### src/rtl/bsq_pkg.sv
// Constants, types and timing for the burner flame-safeguard sequencer
package bsq_pkg;

    // ------------------------------------------------------------
    // Clock and timebase
    // ------------------------------------------------------------
    localparam int CLK_PERIOD_NS = 5;
    localparam int TICK_PERIOD_NS = 1000000;
    localparam int TICK_CYCLES = TICK_PERIOD_NS / CLK_PERIOD_NS;
    localparam int TW = 21;

    // ------------------------------------------------------------
    // Times in milliseconds; jumper lock time in seconds
    // ------------------------------------------------------------
    localparam logic [TW-1:0] T_INIT_MS = 21'h00_2710;
    localparam logic [TW-1:0] T_HOLD_MIN_MS = 21'h00_1388;
    localparam logic [TW-1:0] T_HOLD_MAX_MS = 21'h03_A980;
    localparam logic [TW-1:0] T_AIRFLOW_MS = 21'h00_2710;
    localparam logic [TW-1:0] T_PURGE_MIN_MS = 21'h00_07D0;
    localparam logic [TW-1:0] T_PURGE_MAX_MS = 21'h1B_7740;
    localparam logic [TW-1:0] T_PILOT_TRIAL_PERIOD_LONG_MS = 21'h00_2710;
    localparam logic [TW-1:0] T_PILOT_TRIAL_PERIOD_SHORT_MS = 21'h00_0FA0;
    localparam logic [TW-1:0] T_FIXED_IGN_MS = 21'h00_1F40;
    localparam logic [TW-1:0] T_HALT_LONG_MS = 21'h00_1F40;
    localparam logic [TW-1:0] T_HALT_SHORT_MS = 21'h00_0BB8;
    localparam logic [TW-1:0] T_TEST_FLAMEOUT_MS = 21'h00_3A98;
    localparam logic [TW-1:0] T_FLAME_FAILURE_RESPONSE_TIME_SHORT_MS = 21'h00_0320;
    localparam logic [TW-1:0] T_FLAME_FAILURE_RESPONSE_TIME_LONG_MS = 21'h00_0BB8;
    localparam logic [TW-1:0] T_MAIN_TRIAL_PERIOD_MS = 21'h00_2710;
    localparam logic [TW-1:0] T_POST_MS = 21'h00_3A98;
    localparam logic [TW-1:0] T_STBY_FLAME_MS = 21'h00_7530;
    localparam logic [TW-1:0] MS_PER_S = 21'h00_03E8;
    localparam logic [TW-1:0] T_JUMPER_LOCK_S = 21'h0A_FC80;

    // ------------------------------------------------------------
    // Fault codes
    // ------------------------------------------------------------
    localparam logic [7:0] FAULT_NONE = 8'h00;
    localparam logic [7:0] FAULT_JUMPER = 8'h6E;

    // ------------------------------------------------------------
    // Types
    // ------------------------------------------------------------
    typedef enum logic [3:0] {
        ST_INIT = 4'h0,
        ST_HOLD = 4'h1,
        ST_STANDBY = 4'h2,
        ST_PREPURGE = 4'h3,
        ST_PILOT = 4'h4,
        ST_MAIN = 4'h5,
        ST_RUN = 4'h6,
        ST_POST = 4'h7,
        ST_LOCKOUT = 4'h8
    } bsq_state_t;

    typedef struct packed {
        logic pilot_trial_time_jumper;
        logic flame_failure_action_jumper;
        logic airflow_failure_action_jumper;
        logic interrupted_pilot;
        logic post_purge;
        logic fixed_trial;
        logic flame_failure_response_time_long;
        logic [TW-1:0] purge_ms;
    } bsq_cfg_t;

    typedef struct packed {
        logic ignition;
        logic pilot;
        logic main;
        logic delayed_main;
    } bsq_sense_t;

    typedef struct packed {
        logic blower;
        logic ignition;
        logic pilot;
        logic main;
        logic delayed_main;
    } bsq_drive_t;

endpackage : bsq_pkg

### src/rtl/bsq_sequencer.sv
// Burner flame-safeguard sequencer top level
module bsq_sequencer #(
    parameter int TICK_CYCLES = bsq_pkg::TICK_CYCLES
) (
    // Clock and reset
    input wire logic clk,
    input wire logic rstn,
    // Configuration
    input wire bsq_pkg::bsq_cfg_t cfg,
    // Line and control inputs
    input wire logic line_ok,
    input wire logic call_for_heat,
    input wire logic limits_ok,
    input wire logic airflow_interlock_input,
    input wire logic flame_detected,
    input wire logic run_test_switch,
    input wire logic lockout_reset,
    // Output terminal feedback
    input wire bsq_pkg::bsq_sense_t sense,
    // Actuator drives
    output bsq_pkg::bsq_drive_t drive_q,
    // Status
    output bsq_pkg::bsq_state_t state_q,
    output logic hold_active_q,
    output logic lockout_q,
    output logic [7:0] fault_code_q
);

    // ------------------------------------------------------------
    // Millisecond timebase
    // ------------------------------------------------------------
    logic [31:0] pre_q;
    logic tick_q;

    always_ff @(posedge clk) begin
        if (!rstn) begin
            pre_q <= '0;
            tick_q <= 1'b0;
        end else if (pre_q == 32'(TICK_CYCLES - 1)) begin
            pre_q <= '0;
            tick_q <= 1'b1;
        end else begin
            pre_q <= pre_q + 32'h0000_0001;
            tick_q <= 1'b0;
        end
    end

    // ------------------------------------------------------------
    // Derived settings
    // ------------------------------------------------------------
    logic [bsq_pkg::TW-1:0] purge_len;
    logic [bsq_pkg::TW-1:0] air_len;
    logic [bsq_pkg::TW-1:0] trial_len;
    logic [bsq_pkg::TW-1:0] halt_len;
    logic [bsq_pkg::TW-1:0] flame_failure_response_time_len;
    logic long_trial;
    logic test_ok;
    logic circuits_ok;
    logic any_sensed;

    always_comb begin
        if (cfg.purge_ms < bsq_pkg::T_PURGE_MIN_MS) begin
            purge_len = bsq_pkg::T_PURGE_MIN_MS;
        end else if (cfg.purge_ms > bsq_pkg::T_PURGE_MAX_MS) begin
            purge_len = bsq_pkg::T_PURGE_MAX_MS;
        end else begin
            purge_len = cfg.purge_ms;
        end
        air_len = (purge_len < bsq_pkg::T_AIRFLOW_MS) ? purge_len :
            bsq_pkg::T_AIRFLOW_MS;
        long_trial = cfg.fixed_trial | cfg.pilot_trial_time_jumper;
        trial_len = long_trial ? bsq_pkg::T_PILOT_TRIAL_PERIOD_LONG_MS :
            bsq_pkg::T_PILOT_TRIAL_PERIOD_SHORT_MS;
        halt_len = long_trial ? bsq_pkg::T_HALT_LONG_MS :
            bsq_pkg::T_HALT_SHORT_MS;
        flame_failure_response_time_len = cfg.flame_failure_response_time_long ? bsq_pkg::T_FLAME_FAILURE_RESPONSE_TIME_LONG_MS :
            bsq_pkg::T_FLAME_FAILURE_RESPONSE_TIME_SHORT_MS;
        // With interrupted pilot, main terminal live during the trial means it is strapped over
        test_ok = run_test_switch & ~(cfg.interrupted_pilot & sense.main);
        any_sensed = sense.ignition | sense.pilot | sense.main |
            sense.delayed_main;
        circuits_ok = limits_ok & ~any_sensed;
    end

    // ------------------------------------------------------------
    // Jumper watch and operating hours
    // ------------------------------------------------------------
    logic jcap_valid_q;
    logic [2:0] jcap_q;
    logic [bsq_pkg::TW-1:0] ms_q;
    logic [bsq_pkg::TW-1:0] secs_q;
    logic fault110_q;
    logic [2:0] jnow;

    assign jnow = {cfg.pilot_trial_time_jumper,
        cfg.flame_failure_action_jumper,
        cfg.airflow_failure_action_jumper};

    always_ff @(posedge clk) begin
        if (!rstn) begin
            jcap_valid_q <= 1'b0;
            jcap_q <= '0;
        end else if (!jcap_valid_q) begin
            jcap_valid_q <= 1'b1;
            jcap_q <= jnow;
        end
    end

    always_ff @(posedge clk) begin
        if (!rstn) begin
            ms_q <= '0;
            secs_q <= '0;
        end else if (tick_q && secs_q < bsq_pkg::T_JUMPER_LOCK_S) begin
            if (ms_q == bsq_pkg::MS_PER_S - 21'h00_0001) begin
                ms_q <= '0;
                secs_q <= secs_q + 21'h00_0001;
            end else begin
                ms_q <= ms_q + 21'h00_0001;
            end
        end
    end

    always_ff @(posedge clk) begin
        if (!rstn) begin
            fault110_q <= 1'b0;
        end else if (jcap_valid_q && jnow != jcap_q &&
                secs_q >= bsq_pkg::T_JUMPER_LOCK_S) begin
            fault110_q <= 1'b1;
        end
    end

    // ------------------------------------------------------------
    // Sequence state machine
    // ------------------------------------------------------------
    logic [bsq_pkg::TW-1:0] tmr_q;
    logic [bsq_pkg::TW-1:0] aux_q;
    logic proven_q;
    logic aired_q;

    always_ff @(posedge clk) begin
        if (!rstn) begin
            state_q <= bsq_pkg::ST_INIT;
            tmr_q <= '0;
            aux_q <= '0;
            proven_q <= 1'b0;
            aired_q <= 1'b0;
        end else if (fault110_q && state_q != bsq_pkg::ST_LOCKOUT) begin
            state_q <= bsq_pkg::ST_LOCKOUT;
            tmr_q <= '0;
        end else if (!line_ok && state_q != bsq_pkg::ST_LOCKOUT &&
                state_q != bsq_pkg::ST_HOLD) begin
            state_q <= bsq_pkg::ST_HOLD;
            tmr_q <= '0;
            aux_q <= '0;
        end else if (tick_q) begin
            case (state_q)
                bsq_pkg::ST_INIT: begin
                    tmr_q <= tmr_q + 21'h00_0001;
                    if (tmr_q >= bsq_pkg::T_INIT_MS) begin
                        state_q <= bsq_pkg::ST_STANDBY;
                        tmr_q <= '0;
                        aux_q <= '0;
                    end
                end
                bsq_pkg::ST_HOLD: begin
                    tmr_q <= tmr_q + 21'h00_0001;
                    aux_q <= line_ok ? aux_q + 21'h00_0001 : '0;
                    if (tmr_q >= bsq_pkg::T_HOLD_MAX_MS) begin
                        state_q <= bsq_pkg::ST_LOCKOUT;
                        tmr_q <= '0;
                    end else if (line_ok &&
                            tmr_q >= bsq_pkg::T_HOLD_MIN_MS) begin
                        state_q <= bsq_pkg::ST_INIT;
                        tmr_q <= '0;
                    end
                end
                bsq_pkg::ST_STANDBY: begin
                    aux_q <= flame_detected ? aux_q + 21'h00_0001 : '0;
                    if (any_sensed ||
                            aux_q >= bsq_pkg::T_STBY_FLAME_MS) begin
                        state_q <= bsq_pkg::ST_LOCKOUT;
                    end else if (call_for_heat && circuits_ok &&
                            !flame_detected) begin
                        state_q <= bsq_pkg::ST_PREPURGE;
                        tmr_q <= '0;
                        aux_q <= '0;
                        aired_q <= 1'b0;
                    end
                end
                bsq_pkg::ST_PREPURGE: begin
                    if (!run_test_switch) begin
                        tmr_q <= tmr_q + 21'h00_0001;
                    end
                    aux_q <= aux_q + 21'h00_0001;
                    if (airflow_interlock_input) begin
                        aired_q <= 1'b1;
                    end
                    if (!call_for_heat) begin
                        state_q <= bsq_pkg::ST_STANDBY;
                        aux_q <= '0;
                    end else if (flame_detected || sense.main ||
                            sense.ignition || sense.delayed_main) begin
                        state_q <= bsq_pkg::ST_LOCKOUT;
                    end else if ((aired_q && !airflow_interlock_input) ||
                            (!airflow_interlock_input &&
                            aux_q >= air_len)) begin
                        if (!cfg.airflow_failure_action_jumper) begin
                            state_q <= bsq_pkg::ST_LOCKOUT;
                        end else begin
                            tmr_q <= '0;
                            aux_q <= '0;
                            aired_q <= 1'b0;
                        end
                    end else if (tmr_q >= purge_len) begin
                        state_q <= bsq_pkg::ST_PILOT;
                        tmr_q <= '0;
                        aux_q <= '0;
                        proven_q <= 1'b0;
                    end
                end
                bsq_pkg::ST_PILOT: begin
                    if (!(test_ok && tmr_q < halt_len)) begin
                        tmr_q <= tmr_q + 21'h00_0001;
                    end
                    aux_q <= (test_ok && !flame_detected) ?
                        aux_q + 21'h00_0001 : '0;
                    if (flame_detected && tmr_q >= bsq_pkg::T_FIXED_IGN_MS) begin
                        proven_q <= 1'b1;
                    end else if (flame_detected && !cfg.fixed_trial) begin
                        proven_q <= 1'b1;
                    end
                    if (aux_q >= bsq_pkg::T_TEST_FLAMEOUT_MS ||
                            !airflow_interlock_input && 
                            !cfg.airflow_failure_action_jumper) begin
                        state_q <= bsq_pkg::ST_LOCKOUT;
                    end else if (tmr_q >= trial_len) begin
                        tmr_q <= '0;
                        aux_q <= '0;
                        if (!flame_detected) begin
                            state_q <= bsq_pkg::ST_LOCKOUT;
                        end else if (cfg.interrupted_pilot) begin
                            state_q <= bsq_pkg::ST_MAIN;
                        end else begin
                            state_q <= bsq_pkg::ST_RUN;
                        end
                    end
                end
                bsq_pkg::ST_MAIN, bsq_pkg::ST_RUN: begin
                    tmr_q <= tmr_q + 21'h00_0001;
                    aux_q <= flame_detected ? '0 : aux_q + 21'h00_0001;
                    if (aux_q >= flame_failure_response_time_len) begin
                        tmr_q <= '0;
                        aux_q <= '0;
                        aired_q <= 1'b0;
                        state_q <= cfg.flame_failure_action_jumper ?
                            bsq_pkg::ST_PREPURGE : bsq_pkg::ST_LOCKOUT;
                    end else if (!call_for_heat) begin
                        tmr_q <= '0;
                        aux_q <= '0;
                        state_q <= cfg.post_purge ? bsq_pkg::ST_POST :
                            bsq_pkg::ST_STANDBY;
                    end else if (state_q == bsq_pkg::ST_MAIN &&
                            tmr_q >= bsq_pkg::T_MAIN_TRIAL_PERIOD_MS) begin
                        state_q <= bsq_pkg::ST_RUN;
                        tmr_q <= '0;
                    end
                end
                bsq_pkg::ST_POST: begin
                    tmr_q <= tmr_q + 21'h00_0001;
                    if (tmr_q >= bsq_pkg::T_POST_MS) begin
                        state_q <= bsq_pkg::ST_STANDBY;
                        tmr_q <= '0;
                        aux_q <= '0;
                    end
                end
                bsq_pkg::ST_LOCKOUT: begin
                    if (lockout_reset && !fault110_q) begin
                        state_q <= bsq_pkg::ST_INIT;
                        tmr_q <= '0;
                        aux_q <= '0;
                    end
                end
                default: begin
                    state_q <= bsq_pkg::ST_LOCKOUT;
                end
            endcase
        end
    end

    // ------------------------------------------------------------
    // Output drives
    // ------------------------------------------------------------
    bsq_pkg::bsq_drive_t drive_d;
    logic ign_pilot;

    always_comb begin
        drive_d = '0;
        if (cfg.fixed_trial && tmr_q < bsq_pkg::T_FIXED_IGN_MS) begin
            ign_pilot = ~flame_detected;
        end else begin
            ign_pilot = ~proven_q;
        end
        case (state_q)
            bsq_pkg::ST_PREPURGE: begin
                drive_d.blower = 1'b1;
            end
            bsq_pkg::ST_PILOT: begin
                drive_d.blower = 1'b1;
                drive_d.pilot = 1'b1;
                drive_d.ignition = ign_pilot;
            end
            bsq_pkg::ST_MAIN: begin
                drive_d.blower = 1'b1;
                drive_d.pilot = 1'b1;
                drive_d.main = 1'b1;
            end
            bsq_pkg::ST_RUN: begin
                drive_d.blower = 1'b1;
                drive_d.main = 1'b1;
                drive_d.pilot = ~cfg.interrupted_pilot;
                drive_d.delayed_main = cfg.interrupted_pilot;
            end
            bsq_pkg::ST_POST: begin
                drive_d.blower = 1'b1;
            end
            default: begin
                drive_d = '0;
            end
        endcase
    end

    always_ff @(posedge clk) begin
        if (!rstn) begin
            drive_q <= '0;
            hold_active_q <= 1'b0;
            lockout_q <= 1'b0;
            fault_code_q <= bsq_pkg::FAULT_NONE;
        end else begin
            drive_q <= drive_d;
            hold_active_q <= (state_q == bsq_pkg::ST_HOLD);
            lockout_q <= (state_q == bsq_pkg::ST_LOCKOUT);
            fault_code_q <= fault110_q ? bsq_pkg::FAULT_JUMPER :
                bsq_pkg::FAULT_NONE;
        end
    end

endmodule : bsq_sequencer

### config.mk
export PLATFORM = sky130hd
export DESIGN_NAME = bsq_sequencer
export DESIGN_NICKNAME = d
export VERILOG_FILES = /design/src/rtl/bsq_pkg.sv /design/src/rtl/bsq_sequencer.sv
export SDC_FILE = /design/constraint.sdc
export NUM_CORES = 1
export LEC_CHECK = 0
export BUFFER_PORTS_ARGS = -buffer_cell sky130_fd_sc_hd__buf_2
export CAP_MARGIN = 20
export CORE_MARGIN = 3
export CORE_UTILIZATION = 48
export DETAILED_ROUTE_END_ITERATION = 10
export GPL_ROUTABILITY_DRIVEN = 0
export GPL_TIMING_DRIVEN = 0
export PLACE_DENSITY = 0.8
export SKIP_LAST_GASP = 1
export SLEW_MARGIN = 20
export SYNTH_ARGS = -nofsm -noshare
export SYNTH_HDL_FRONTEND = slang
export SYNTH_SLANG_ARGS = --single-unit
### constraint.sdc
create_clock -name clk -period 5.75 [get_ports clk]
set_input_delay 1.725 -clock clk [delete_from_list [all_inputs] [get_ports clk]]
set_output_delay 1.725 -clock clk [all_outputs]
set_load 0.02 [all_outputs]
==> impl_metrics.csv <==
group,metric,value,unit
placed_design,port_buffers,55,
clock_tree,root_buffer,"clkbuf_16",
power,total_power,2270,uW
floorplanning,core-area,0.0181,mm2
run_status,status,"completed",
cells_and_area,drive_gt1_frac,0.157,
setup_path,crit_family,"compound AO/OA/AOI/OAI gates",
placed_design,dp_cells,1422,
floorplanning,die_w,142,um
clock_tree,cts_tree,"built",
setup_path,crit_required,6110,ps
placed_design,hpwl,17.6,mm
logic_synthesis,synth.distinct_cells,88,
clock_tree,clockBufferDepth,2,
cells_and_area,stdcell_count,1475,
logic_synthesis,synth-seq-area-share,0.307,
drt,dr.pass1.iters,9,
grt,grt.overflow.total,0,
logic_synthesis,ys_warn_count,0,
logic_synthesis,synth_flop_cell,"dfxtp_1",
power,vdd_drop_max,0.000236,V
floorplanning,die_h,142,um
grt,grt_max_degree,17,
drt,via_per_inst,6.13,
floorplanning,num_io_pins,60,
floorplanning,initial_core_util,0.491,
drt,detail-route-antenna-nets,0,
sta,fmax,174,MHz
clock_tree,cts.sink_count,136,
logic_synthesis,async_flop_share,0,
hold_path,hp-class,"flip-flop to flip-flop",
sta,slew_violations,0,
sta,worst_pin_slew,745,ps
cells_and_area,final_nets,1337,
setup_path,cpPeakStageDelay,510,ps
power,p_leak,0.00426,uW
cells_and_area,antenna_cells,0,
cells_and_area,multi_input_area,0.00611,mm2
grt,antenna_found_initial,1,
logic_synthesis,netlist_instances,1130,
placed_design,dp_slack,-1060,ps
setup_path,critical_path_arrival,6110,ps
floorplanning,std_cell_rows,49,
cells_and_area,nFillCells,1539,
clock_tree,insertion_delay,430,ps
drt,wl_per_cell,17.0,um
setup_path,startpoint_type,"input pin",
logic_synthesis,synth-edff-count,0,
cells_and_area,syn_to_final_growth,19.4,%
sta,worst_slack,8.19,ps
drt,drc_errors,0,
setup_path,cp_num_buf_inv,1,
setup_path,critical_path_class,"input pin to flip-flop",
cells_and_area,seq_area,0.00272,mm2
clock_tree,clk_pin_slew,70,ps
setup_path,worstSetupEndpointType,"flip-flop",
logic_synthesis,ys_ff_latch,136,
sta,fin_crit_sh,0.999,
power,power.density,214,mW/mm2
grt,grtUsageTotal,0.234,
grt,first_global_vias,8054,
flow_run,maxCapViolations,0,
sta,clock_skew,12.9,ps
grt,grt_pass1_wl,38.7,mm
sta,finalHoldViolCount,0,
drt,drt_iter0_drc,1001,
setup_path,crit_fanout,8,
drt,finalWirelength,25.1,mm
sta,maxSlewHeadroom,0.501,
clock_tree,cts_inserted_buffers,17,
logic_synthesis,avgSynthCellArea,7.85,um2
sta,min_period,5740,ps
sta,finalSetupViolations,0,
clock_tree,htree_levels,4,
sta,rsz0062_at_grt,"yes",
floorplanning,dieArea,0.0202,mm2
setup_path,path_cells,"buf_2 -> nor4b_2 -> nand4_1 -> o211ai_1 -> a21oi_2 -> o21ba_4 -> or2_2 -> nor3_1 -> ha_1 -> a21oi_2 -> o21ai_2 -> a2111oi_4 -> a41oi_2 -> o31ai_4 -> o21ai_4 -> and2_4 -> or4b_4 -> a22oi_2",
drt,num_vias,9035,
setup_path,cp_slowest_cell,"or4b_4",
logic_synthesis,syn_area,0.00887,mm2
setup_path,crit_top_cell,"a21oi_2",
[power breakdown]
part | switching (uW) | internal [uW] | total (uW) | leakage, uW
clock network | 456 | 704 | 1160 | 0.000300
registers | 3.71 | 947 | 950 | 0.00110
logic | 103 | 57.1 | 160 | 0.00287
total | 562 | 1710 | 2270 | 0.00426
[logic make-up after synthesis]
logic type	share of synthesized area
compound gates	0.186
flops	0.307
simple gates	0.303
xor+xnor	0.0691
buf+inv	0.0379
mux	0.00804
fa+ha+maj	0.0888
other cells	0.000846
[cells in the final DEF (no fill, tap or decap), drive strengths merged, types with 29 or more instances in the layout]
cell type	Yosys	final
nor2	145	145
nor3	34	34
xor2	46	46
and3	31	31
ha	63	63
dfxtp	136	136
nand3	80	80
nand4	29	29
buf	19	96
nand2	108	108
o21ai	62	62
a21oi	59	59
inv	33	38
clkbuf	26	43
[through the flow]
stage                     cell area [um2]  utilization  TNS (ps)  hold WS, ps
after floorplan                      8950            -         0          426
after global placement               9510        0.526    -31430          446
after detailed placement             9510        0.526    -35080          458
after CTS                           10200        0.565         0          468
after global routing                10600        0.586     -5140          517
final                               10600        0.586         0          471
[worst register-to-register path: cells and delay by family (launching register included)]
family | cells | cell delay (ps)
AO/OA/AOI/OAI | 5 | 1310
AND/OR/NAND/NOR | 4 | 1060
adder cells (fa/ha/maj) | 1 | 310
flip-flops | 1 | 490
[synthesized netlist by cell type (14+ instances only)]
cell	instances	area [um2]
nor4_1	20	125
dfxtp_1	136	2720
xor2_1	46	403
inv_1	33	124
nand2b_1	14	87.6
clkbuf_1	26	97.6
xnor2_1	24	210
nor3_1	32	160
nand4_1	29	181
and3_1	31	194
ha_1	63	788
nand2_1	107	402
nand3_1	79	395
o21ai_0	54	270
a31oi_1	20	125
a21oi_1	59	295
and2_1	17	106
nor2_1	144	541
[state kept, by name, summed over array words and instances, names as in the netlist]
name           cells
tmr_q             21
proven_q           1
fault_code_q       1
lockout_q          1
jcap_valid_q       1
ms_q              21
secs_q            21
tick_q             1
aux_q             21
state_q            4
hold_active_q      1
jcap_q             3
fault110_q         1
pre_q             32
aired_q            1
drive_q            5
[metal layers]
| metal | GRT usage | routed length, um |
|---|---|---|
| met5 | 0 | 13 |
| met4 | 0.0722 | 675 |
| met3 | 0.0622 | 2470 |
| met2 | 0.379 | 11600 |
| met1 | 0.306 | 10300 |
[path summary, 6_finish.rpt]
kind | to | depth (start not counted) | from | slack (ps)
worst max register to register | tmr_q[10]$_SDFFE_PP0P_ | 10 | aux_q[18]$_SDFFE_PN0P_ | 2520
worst min-delay path | pre_q[0]$_SDFF_PP0_ | 1 | pre_q[0]$_SDFF_PP0_ | 470
worst max-delay path | tmr_q[10]$_SDFFE_PP0P_ | 18 | cfg[11] | 8
worst min register to register | pre_q[0]$_SDFF_PP0_ | 1 | pre_q[0]$_SDFF_PP0_ | 470
[repair_timing]
action                                  4_1_cts  5_1_grt
endpoints found under the setup margin       44       45
buffers inserted                              5       15
pin swaps                                     8       30
hold buffers                                  0        0
cloned                                        0        4
resized for setup                            13       53
[area by class of cell]
type | instances | share of cell area
plain buffers | 43 | 0.0217
clock buffers | 18 | 0.0414
clock inverters | 14 | 0.0176
inverters | 34 | 0.0120
multi-input cells | 923 | 0.577
flip-flops and latches | 136 | 0.257
well taps | 229 | 0.0270
repair buffers | 78 | 0.0463
Note: power is estimated with default switching activity, not from simulation.
